## config.mk

```make
export PLATFORM = sky130hd
export DESIGN_NAME = bbx_exec
export DESIGN_NICKNAME = d
export VERILOG_FILES = /design/src/hw/bbx_exec.v
export VERILOG_INCLUDE_DIRS = /design/src /design/src/hw
export SDC_FILE = /design/constraint.sdc
export NUM_CORES = 1
export LEC_CHECK = 0
export BUFFER_PORTS_ARGS = -buffer_cell sky130_fd_sc_hd__buf_2
export CAP_MARGIN = 10
export CORE_MARGIN = 4
export CORE_UTILIZATION = 55
export DETAILED_ROUTE_END_ITERATION = 6
export PLACE_DENSITY = 0.95
export SYNTH_ARGS = -nofsm -noshare
export SYNTH_HDL_FRONTEND = slang
export SYNTH_SLANG_ARGS = --single-unit
```

## constraint.sdc

```tcl
create_clock -name clk -period 11.52 [get_ports clk]
set_input_delay 0.576 -clock clk [delete_from_list [all_inputs] [get_ports clk]]
set_output_delay 0.576 -clock clk [all_outputs]
set_load 0.01 [all_outputs]
```

## src/hw/bbx_exec_regs.vh

```
// Constants for the breakpoint, branch and bit test-and-set executor
`ifndef BBX_EXEC_REGS_VH
`define BBX_EXEC_REGS_VH

// ****************************************************************
// Processor variants
// ****************************************************************
`define BBX_VAR_GEN1        3'h0
`define BBX_VAR_GEN2        3'h1
`define BBX_VAR_BUS32       3'h2
`define BBX_VAR_GEN4        3'h3
`define BBX_VAR_COMPACT     3'h4

// ****************************************************************
// Opcode patterns
// ****************************************************************
`define BBX_BREAKPOINT_OP_PAT        13'h0909
`define BBX_BRA_PAT         8'h60
`define BBX_DISP_WORD       8'h00
`define BBX_DISP_LONG       8'hFF
`define BBX_STATIC_PAT      10'h023
`define BBX_DYN_TOP         4'h0
`define BBX_DYN_MID         3'h7
`define BBX_PC_STEP         32'h0000_0002

// ****************************************************************
// Destination mode codes
// ****************************************************************
`define BBX_MODE_DREG       3'h0
`define BBX_MODE_AREG       3'h1
`define BBX_MODE_INDEX      3'h6
`define BBX_MODE_OTHER      3'h7
`define BBX_REG_ABS_W       3'h0
`define BBX_REG_ABS_L       3'h1
`define BBX_EXT_FULL_BIT    8
`define BBX_LONG_MASK       5'h1F
`define BBX_BYTE_MASK       5'h07

// ****************************************************************
// Acknowledge cycle
// ****************************************************************
`define BBX_FC_CPU          3'h7
`define BBX_ADDR_ZERO       32'h0000_0000
`define BBX_SIZE_BYTE       2'h1

`endif
```

## src/hw/bbx_exec.v

```verilog
// Decode and execute of breakpoint, branch-always and bit test-and-set
`timescale 1ns/10ps
// Notes on behaviour
// - Breakpoint is 0100100001001 in bits 15..3, low three bits hold number 0-7.
// - Second-generation breakpoint cycle drives function codes high, address all low.
// - Second-generation always traps illegal after the cycle, whatever ended it.
// - First-generation runs no acknowledge cycle, traps illegal at once.
// - 32-bit-bus breakpoint number goes on address 4..2, address 1..0 zero.
// - 32-bit-bus cycle targets CPU space with address type zero.
// - Normal termination returns a word executed right after the breakpoint.
// - Byte-wide port answer forces a second cycle for the remaining byte.
// - Bus error on a 32-bit-bus cycle means no replacement; trap illegal.
// - Fourth-generation runs the cycle, then always traps illegal.
// - Branch target is opcode address plus two plus signed byte, word or long displacement.
// - Branch is 01100000 in upper byte, signed byte displacement below.
// - Displacement 00 takes next word, FF takes next two words.
// - Long displacement only on later 32-bit variants; others byte or word.
// - Branch to next instruction needs the word form, zero byte not usable.
// - Test-and-set sets Z when bit was clear, then sets bit; other flags kept.
// - Data register destination is long, bit mod 32; memory byte, bit mod 8.
// - Bit number zero is the least significant bit.
// - Dynamic form 0000 rrr 111 mode reg; data register gives bit number.
// - Static form 0000100011 mode reg; next word low byte is bit number.
// - Only data alterable destinations accepted; 111 only with 000 or 001.
// - Full-format index modes only later 32-bit; compact core base-disp only.
`include "bbx_exec_regs.vh"

module bbx_exec #(
    parameter [2:0] VARIANT = `BBX_VAR_BUS32
) (
    // Clock and reset
    input  wire        clk,
    input  wire        arst_n,
    // Instruction request
    input  wire        opStart,
    input  wire [15:0] opWord,
    input  wire [31:0] opAddr,
    input  wire [15:0] extWord1,
    input  wire [15:0] extWord2,
    input  wire [31:0] bitNumValue,
    input  wire [31:0] destOperand,
    input  wire [4:0]  ccrIn,
    // Instruction answer
    output reg         busy,
    output reg         opDone,
    output reg         illegalTrap,
    output reg         pcLoad,
    output reg  [31:0] newPc,
    output reg         destWrite,
    output reg  [31:0] destResult,
    output reg  [4:0]  ccrOut,
    output reg         pipeInsert,
    output reg  [15:0] pipeWord,
    // Acknowledge bus cycle
    output reg         ackCycle,
    output reg  [2:0]  busFc,
    output reg  [31:0] busAddr,
    input  wire        dataTransferAck,
    input  wire        busErrorIn,
    input  wire        peripheralValidIn,
    input  wire [1:0]  asyncSizeAck,
    input  wire        syncCycleEnd,
    input  wire [15:0] busData
);

    localparam [2:0] ST_IDLE  = 3'h0;
    localparam [2:0] ST_ACK1  = 3'h1;
    localparam [2:0] ST_GAP   = 3'h2;
    localparam [2:0] ST_ACK2  = 3'h3;
    localparam [2:0] ST_CLEAR = 3'h4;

    localparam SYNC_W = 22;

    // ****************************************************************
    // Reset release and pin synchronisers
    // ****************************************************************
    reg  [1:0]        rstPipe_reg;
    wire              rstN;
    reg  [SYNC_W-1:0] syncA_reg;
    reg  [SYNC_W-1:0] syncB_reg;

    always @(posedge clk or negedge arst_n) begin
        if (!arst_n) begin
            rstPipe_reg <= 2'h0;
        end else begin
            rstPipe_reg <= {rstPipe_reg[0], 1'b1};
        end
    end
    assign rstN = rstPipe_reg[1];

    always @(posedge clk or negedge rstN) begin
        if (!rstN) begin
            syncA_reg <= {SYNC_W{1'b0}};
            syncB_reg <= {SYNC_W{1'b0}};
        end else begin
            syncA_reg <= {busData, syncCycleEnd, asyncSizeAck, peripheralValidIn,
                          busErrorIn, dataTransferAck};
            syncB_reg <= syncA_reg;
        end
    end

    wire        sDtack = syncB_reg[0];
    wire        sBerr  = syncB_reg[1];
    wire        sVpa   = syncB_reg[2];
    wire [1:0]  sSize  = syncB_reg[4:3];
    wire        sSterm = syncB_reg[5];
    wire [15:0] sData  = syncB_reg[21:6];

    // ****************************************************************
    // Variant capabilities and decode
    // ****************************************************************
    wire isBus32   = (VARIANT == `BBX_VAR_BUS32) || (VARIANT == `BBX_VAR_COMPACT);
    wire longDispOk = (VARIANT == `BBX_VAR_BUS32) || (VARIANT == `BBX_VAR_GEN4);

    // Accepts a destination mode/register with its index extension word
    function destOk;
        input [2:0]  mode;
        input [2:0]  rn;
        input [15:0] ext;
        input [2:0]  variant;
        reg          full;
        reg          indirect;
        begin
            full     = ext[`BBX_EXT_FULL_BIT];
            indirect = (ext[2:0] != 3'h0);
            destOk   = 1'b0;
            case (mode)
                `BBX_MODE_AREG: destOk = 1'b0;
                `BBX_MODE_OTHER: destOk = (rn == `BBX_REG_ABS_W) ||
                                          (rn == `BBX_REG_ABS_L);
                `BBX_MODE_INDEX: begin
                    if (!full) begin
                        destOk = 1'b1;
                    end else if (variant == `BBX_VAR_BUS32 ||
                                 variant == `BBX_VAR_GEN4) begin
                        destOk = 1'b1;
                    end else if (variant == `BBX_VAR_COMPACT) begin
                        destOk = !indirect;
                    end
                end
                default: destOk = 1'b1;
            endcase
        end
    endfunction

    wire isBkpt    = (opWord[15:3] == `BBX_BREAKPOINT_OP_PAT);
    wire isBra     = (opWord[15:8] == `BBX_BRA_PAT);
    wire isDynSet  = (opWord[15:12] == `BBX_DYN_TOP) &&
                     (opWord[8:6] == `BBX_DYN_MID) &&
                     (opWord[5:3] != `BBX_MODE_AREG);
    wire isStatSet = (opWord[15:6] == `BBX_STATIC_PAT);

    // ****************************************************************
    // Branch target
    // ****************************************************************
    reg [31:0] braDisp;

    always @* begin
        if (opWord[7:0] == `BBX_DISP_WORD) begin
            braDisp = {{16{extWord1[15]}}, extWord1};
        end else if (opWord[7:0] == `BBX_DISP_LONG && longDispOk) begin
            braDisp = {extWord1, extWord2};
        end else begin
            braDisp = {{24{opWord[7]}}, opWord[7:0]};
        end
    end

    wire [31:0] braTarget = opAddr + `BBX_PC_STEP + braDisp;

    // ****************************************************************
    // Bit test-and-set
    // ****************************************************************
    wire        setRegDest = (opWord[5:3] == `BBX_MODE_DREG);
    wire [7:0]  rawBitNum  = isStatSet ? extWord1[7:0] : bitNumValue[7:0];
    wire [4:0]  bitNum     = rawBitNum[4:0] &
                             (setRegDest ? `BBX_LONG_MASK : `BBX_BYTE_MASK);
    wire [15:0] setIndexExt = isStatSet ? extWord2 : extWord1;
    wire        staticOk   = !isStatSet || (extWord1[15:8] == 8'h00);
    wire        setLegal   = destOk(opWord[5:3], opWord[2:0], setIndexExt, VARIANT) &&
                             staticOk;
    wire [31:0] bitMask    = 32'h0000_0001 << bitNum;
    wire        bitWasSet  = |(destOperand & bitMask);
    wire [31:0] setValue   = destOperand | bitMask;

    // ****************************************************************
    // Control state machine
    // ****************************************************************
    reg [2:0]  state_reg;
    reg [2:0]  bkNum_reg;
    reg [7:0]  hiByte_reg;

    wire term32  = sSterm || (sSize != 2'h0);
    wire anyTerm = sDtack || sBerr || sVpa || term32;

    always @(posedge clk or negedge rstN) begin
        if (!rstN) begin
            state_reg   <= ST_IDLE;
            bkNum_reg   <= 3'h0;
            hiByte_reg  <= 8'h00;
            busy        <= 1'b0;
            opDone      <= 1'b0;
            illegalTrap <= 1'b0;
            pcLoad      <= 1'b0;
            newPc       <= 32'h0000_0000;
            destWrite   <= 1'b0;
            destResult  <= 32'h0000_0000;
            ccrOut      <= 5'h00;
            pipeInsert  <= 1'b0;
            pipeWord    <= 16'h0000;
            ackCycle    <= 1'b0;
            busFc       <= 3'h0;
            busAddr     <= `BBX_ADDR_ZERO;
        end else begin
            opDone      <= 1'b0;
            illegalTrap <= 1'b0;
            pcLoad      <= 1'b0;
            destWrite   <= 1'b0;
            pipeInsert  <= 1'b0;
            case (state_reg)
                ST_IDLE: begin
                    if (opStart) begin
                        ccrOut <= ccrIn;
                        if (isBkpt) begin
                            bkNum_reg <= opWord[2:0];
                            if (VARIANT == `BBX_VAR_GEN1) begin
                                opDone      <= 1'b1;
                                illegalTrap <= 1'b1;
                            end else begin
                                busy     <= 1'b1;
                                ackCycle <= 1'b1;
                                busFc    <= `BBX_FC_CPU;
                                busAddr  <= isBus32 ?
                                            {27'h0, opWord[2:0], 2'h0} :
                                            `BBX_ADDR_ZERO;
                                state_reg <= ST_ACK1;
                            end
                        end else if (isBra) begin
                            opDone <= 1'b1;
                            pcLoad <= 1'b1;
                            newPc  <= braTarget;
                        end else if ((isDynSet || isStatSet) && setLegal) begin
                            opDone     <= 1'b1;
                            destWrite  <= 1'b1;
                            destResult <= setValue;
                            ccrOut     <= {ccrIn[4:3], !bitWasSet, ccrIn[1:0]};
                        end else begin
                            opDone      <= 1'b1;
                            illegalTrap <= 1'b1;
                        end
                    end
                end
                ST_ACK1: begin
                    if (anyTerm) begin
                        ackCycle <= 1'b0;
                        busFc    <= 3'h0;
                        busAddr  <= `BBX_ADDR_ZERO;
                        if (!isBus32) begin
                            illegalTrap <= 1'b1;
                            opDone      <= 1'b1;
                            state_reg   <= ST_CLEAR;
                        end else if (sBerr) begin
                            illegalTrap <= 1'b1;
                            opDone      <= 1'b1;
                            state_reg   <= ST_CLEAR;
                        end else if (sSize == `BBX_SIZE_BYTE && !sSterm) begin
                            hiByte_reg <= sData[15:8];
                            state_reg  <= ST_GAP;
                        end else begin
                            pipeInsert <= 1'b1;
                            pipeWord   <= sData;
                            opDone     <= 1'b1;
                            state_reg  <= ST_CLEAR;
                        end
                    end
                end
                ST_GAP: begin
                    if (!anyTerm) begin
                        ackCycle  <= 1'b1;
                        busFc     <= `BBX_FC_CPU;
                        busAddr   <= {27'h0, bkNum_reg, 2'h0};
                        state_reg <= ST_ACK2;
                    end
                end
                ST_ACK2: begin
                    if (anyTerm) begin
                        ackCycle <= 1'b0;
                        busFc    <= 3'h0;
                        busAddr  <= `BBX_ADDR_ZERO;
                        opDone   <= 1'b1;
                        if (sBerr) begin
                            illegalTrap <= 1'b1;
                        end else begin
                            pipeInsert <= 1'b1;
                            pipeWord   <= {hiByte_reg, sData[15:8]};
                        end
                        state_reg <= ST_CLEAR;
                    end
                end
                ST_CLEAR: begin
                    if (!anyTerm) begin
                        busy      <= 1'b0;
                        state_reg <= ST_IDLE;
                    end
                end
                default: begin
                    busy      <= 1'b0;
                    ackCycle  <= 1'b0;
                    state_reg <= ST_IDLE;
                end
            endcase
        end
    end

endmodule // bbx_exec

```

Word level (Yosys, flattened, before mapping)
Index checks and enable logic that the tools add are counted.
Word-level totals
  register bits after elaboration: 187
  input bits: 174
  output and inout port bits: 127
  word-level logic and storage cells: 159
Operators by class
  add/subtract/negate cells: 2
  equal/unequal tests: 24
  shifts and indexed selects: 1
  mux-type cells: 68
  bitwise operators: 8
  reduce and logical (&&, ||, !) cells: 37
Operator list (count)
  $mux W32: 6
  $pmux W32 S3: 1
  $mux W16: 5
  $mux W3: 15
  $add A32 B2 Y32 const B: 1
  $add A32 B32 Y32: 1
  $and A32 B32 Y32: 1
  $or A32 B32 Y32: 1
  $pmux W16 S2: 1
  $reduce_or A32 Y1: 1
  $shl A1 B5 Y32 const A: 1
  $mux W1: 30
  $ne A2 B2 Y1 const B: 9
  $logic_not A8 Y1: 2
  $pmux W3 S5: 1
  $reduce_and A5 Y1: 3
  $eq A13 B12 Y1 const B: 1
  $reduce_and A4 Y1: 3
  $reduce_and A6 Y1: 2
  $eq A10 B6 Y1 const B: 1
  $mux W5: 2
  $eq A3 B1 Y1 const B: 3
  $eq A3 B3 Y1 const B: 3
  $logic_not A3 Y1: 3
  other kinds (22): 43

Logic depth before layout (Yosys ltp)
  depth in word-level cells: 10
  depth in mapped cells: 19
  depth with buffers taken out: 17

Worst setup path after synthesis
No wires, ideal clock.
  path kind: input to register
  from: in opWord[2]
  to: reg newPc[29]
  library setup time: 0.126 ns
  data arrival time: 4.237 ns
  required time: 11.394 ns
  slack: 7.157 ns
  stages: 15
  buffers on the path: 1
  path through: or4_1 > nor3_2 > a21o_2 > clkbuf_1 > o21a_1 > ha_1 > ha_1 > a211oi_1 > o21ai_0 > a211oi_1 > o21ai_1 > o31ai_4 > o21ai_1 > a31o_2 > a221o_1
Between the ends
  longest elaborated chain between the ends: 4
  elaborated cells between the ends (all ways): 5
  those cells by class: add/sub (1); eq/ne (1); mux (2); reduce/logical (1)
Ends and longest elaborated chain
  start: declaration: line bbx_exec.v:36  | input wire [15:0] opWord,
  $eq A8 B8 Y1 (no source line)
  $mux W32: line bbx_exec.v:161  | end else if (opWord[7:0] == `BBX_DISP_LONG && longDispOk) begin
  $mux W32 (*): line bbx_exec.v:159  | if (opWord[7:0] == `BBX_DISP_WORD) begin
  $add A32 B32 Y32 (*): line bbx_exec.v:168  | wire [31:0] braTarget = opAddr + `BBX_PC_STEP + braDisp;
  end signal: assignment: line bbx_exec.v:240  | newPc <= braTarget;
  end: declaration: line bbx_exec.v:48  | output reg [31:0] newPc,
Mark *: on every way between the ends. The rest lies on a longest branch, timed or not.
A chain may end at the register's enable or synchronous reset.

Worst setup path in the final report
Ends and elaborated chain as after synthesis.

==> metrics.md <==
| Metric | Value |
|---|---|
| Total congestion overflow | 0 |
| Layout Nets | 1387 |
| Initial drt markers | around 790 |
| Slew @ Worst Pin | 1.138 ns |
| Kind of end point of the critical path | flop |
| TritonCTS clock tree | done |
| Reg area | 3908 µm² |
| Synth Area in Adders | under 10% |
| Yosys reg bits | about 160 |
| Mapped cell area | between 8000 and 9000 µm² |
| Row Count | 46 |
| Clock Skew | 0.01901 ns |
| Failing checks | DRC |
| Synth Area in Simple Gates | between 10 and 15% |
| Final Hold Vio Count | 0 |
| Prevailing post-synth register cell | dfrtp_1 |
| Setup WS pre-CTS | between 6 and 7 ns |
| Post-synth EDFFs | 0 |
| Max Slew Vio Count | 0 |
| Post-Syn Area per Cell | approximately 9.6 µm² |
| Leading cell types in the layout, fill and taps excluded | buf_2, dfrtp_1, nand2_1 |
| CTS resizes | 0 |
| Initial core utilization | between 50% and 60% |
| Die width | approximately 140 µm |
| CP Data Arrival Time | 5.20 ns |
| Slew headroom | 24.13% |
| Drt first pass iters | 7 |
| Status | complete, but fails checks |
| Max Cap Violations | 0 |
| Slowest-stage cell, CP | nor3_2 |
| Total number of vias | 8210 |
| VDD IR max | between 0.1 and 0.15 mV |
| H-tree levels | 4 |
| Fin Setup TNS | 0 ns |
| # fillers | 1206 |
| Gr usage total | 28.97% |
| Die height | ~140 µm |
| Post-Synthesis Cells | around 900 |
| Largest net degree at the start of global routing | 67 |
| RSZ-0062 raised after global routing | no |
| Latest clock arrival within the worst-skew pair | between 0.4 and 0.5 ns |
| XOR/XNOR Fraction of Synth Area | ~2.2% |
| Initial antenna violation count | 7 |
| Routed WL per cell | 19.32 µm |
| Cell Chain, Critical Path | buf_2 -> or4_1 -> nor3_2 -> a21o_2 -> o21a_1 -> ha_1 -> ha_1 -> a211oi_1 -> o21ai_0 -> a211oi_1 -> o21ai_1 -> o31ai_4 -> o21ai_1 -> a31o_2 -> a221o_1 |
| # DRC | 1 |
| CP max FO | 17 |
| Core area | 15830 µm² |
| Final WS setup | 6.639 ns |
| Full die area | 18240 µm² |
| Worst-path clk slew | approximately 0.09 ns |
| Flop pwr share | ~40% |
| Number of global-route vias before repair | 7908 |
| Top Family by Delay on Critical Path | compound AO/OA/AOI/OAI gates |
| DRT Wirelength | 26.79 mm |
| Main combinational cell family by area after synthesis | compound AO/OA/AOI/OAI gates |
| Placed Instances | around 1300 |
| CP required | 11.83 ns |
| Area grow syn2layout | 20.61% |
| First-pass GRT wire length | 41.35 mm |
| Root Driver | clkbuf_16 |
| WS Path Type | in -> reg |
| Cts bufs inserted | 17 |
| I/O pin count | 301 |
| Combinational share of power | between 20 and 30% |
| Biggest regs | destResult: 32 flops, newPc: 32 flops |
| Worst path max stage delay | between 0.7 and 0.8 ns |
| Period Utilization, post-route | 42.37% |
| Commonest non-fill, non-tap cell in the layout | buf_2 |
| Hold-fix buffers at CTS | 1 |
| Warnings from Yosys | 0 |
| Asr flop ratio synth | 100.0% |
| Clock Path Buffers | 2 |
| Multiplexer share of the synthesized area | a little under 4% |
| Sw Pwr | roughly 630 µW |
| Fraction of layout cells with a size suffix above 1 | roughly 27% |
| Worst Hold Class | in -> reg |
| IO Port Bufs | ~240 |
| Setup Viol. Count Final | 0 |
| Seq/Total Area, Yosys | between 40 and 50% |
| Internal power | around 1100 µW |
| Flop-to-flop setup slack | 8.47 ns |
| P_leak | approximately 0.0056 µW |
| Worst Path Buf+Inv | 1 |
| Final std cells w/o fill | between 1000 and 1500 |
| CP Launch Type | input pin |
| Postcts setup bufs | 0 |
| P per Cell Area | between 150 and 200 nW/µm² |
| Hpwl dp | around 20 mm |
| Post-route ant nets | 0 |
| TritonCTS Sinks | about 160 |
| Peak Freq | between 200 and 250 MHz |
| Synth cell types | slightly below 80 |
| Sw Share | between 30% and 40% |
| Synth Area in Compound Gates | a little over a fifth |
| Post-layout min period | approximately 5 ns |
| Vias per cell | between 5 and 6 |
| Gpl congestion | slightly above 0.9 |
| Multi-input logic area | approximately 4500 µm² |
| Clk pwr share | between 30% and 40% |
## cell families (layout without fill, tap and decap cells)
family | Yosys count | count (layout)
AND/OR/NAND/NOR | 261 | 261
buffers and inverters | 97 | 307
adder cells (fa/ha/maj) | 62 | 62
AO/OA/AOI/OAI | 293 | 293
XOR/XNOR | 22 | 22
multiplexers | 33 | 33
other | 2 | 37
flip-flops | 156 | 156
## per-layer routing
metal / routed length (µm) / vias to the layer above / GRT usage [%]
met5: 21 / - / 0
met4: 1036 / 4 / 13.27
met3: 1952 / 99 / 6.744
met2: 13180 / 424 / 47.58
met1: 10600 / 3943 / 36.59
li1: - / 3740 / -
## per-stage QoR
stage,util [%],total power (µW),area (µm²),hold WS (ns)
after global placement,63.63,1138,10070,0.3320
after floorplan,-,992.9,8986,0.2804
after global routing,67.64,1846,10710,0.2137
after detailed placement,63.63,1169,10070,0.3355
final,67.68,1756,10710,0.2371
after CTS,67.57,1750,10690,0.2324
## cells in the mapped netlist, drive strengths merged, types with 11 or more instances
master,instances,area share (%)
a211oi,13,1.2
a21o,21,1.8
a21oi,92,5.2
a22oi,11,0.93
buf,47,3.7
clkbuf,25,1.4
dfrtp,156,44
ha,61,8.6
inv,25,1.1
mux2,13,1.7
mux2i,20,2.3
nand2,117,4.9
nand3,13,0.79
nor2,62,2.7
nor3,17,1.0
o21a,24,2.0
o21ai,77,4.3
xnor2,13,1.3
## worst reg2reg max path, cell delays in order (launching register included)
cell	delay (ns)
dfrtp_1	0.54
nor2b_1	0.39
nand2_1	0.66
a311o_1	0.95
nand2_1	0.23
o21ai_0	0.12
## worst paths after layout
path	start	endpoint	cells past startpoint
worst max register to register	state_reg[0]	pipeWord[5]	5
worst min-delay path	busData[7]	syncA_reg[13]	1
min in group asynchronous	rstPipe_reg[1]	ccrOut[3]	0
max in group asynchronous	rstPipe_reg[1]	syncA_reg[10]	1
worst min register to register	syncA_reg[20]	syncB_reg[20]	0
worst max-delay path	opWord[2]	newPc[29]	15
## power groups by stage
stage / registers (µW) / logic [µW] / clock network [µW]
finish: 706 / 473 / 577
global route: 715 / 522 / 609
CTS: 703 / 470 / 577
detailed placement: 710 / 460 / 0
global placement: 702 / 436 / 0
floorplan: 732 / 260 / 0
## final cells by class
type / instances / share of cell area (%)
sequential: 156 / 36.48
clock inverter: 15 / 1.752
tap: 216 / 2.523
antenna: 7 / 0.1635
clock buffer: 17 / 3.972
inverter: 25 / 0.8761
timing repair buffer: 250 / 11.84
multi-input combinational: 701 / 42.39
(Power assumes the default switching activity.)
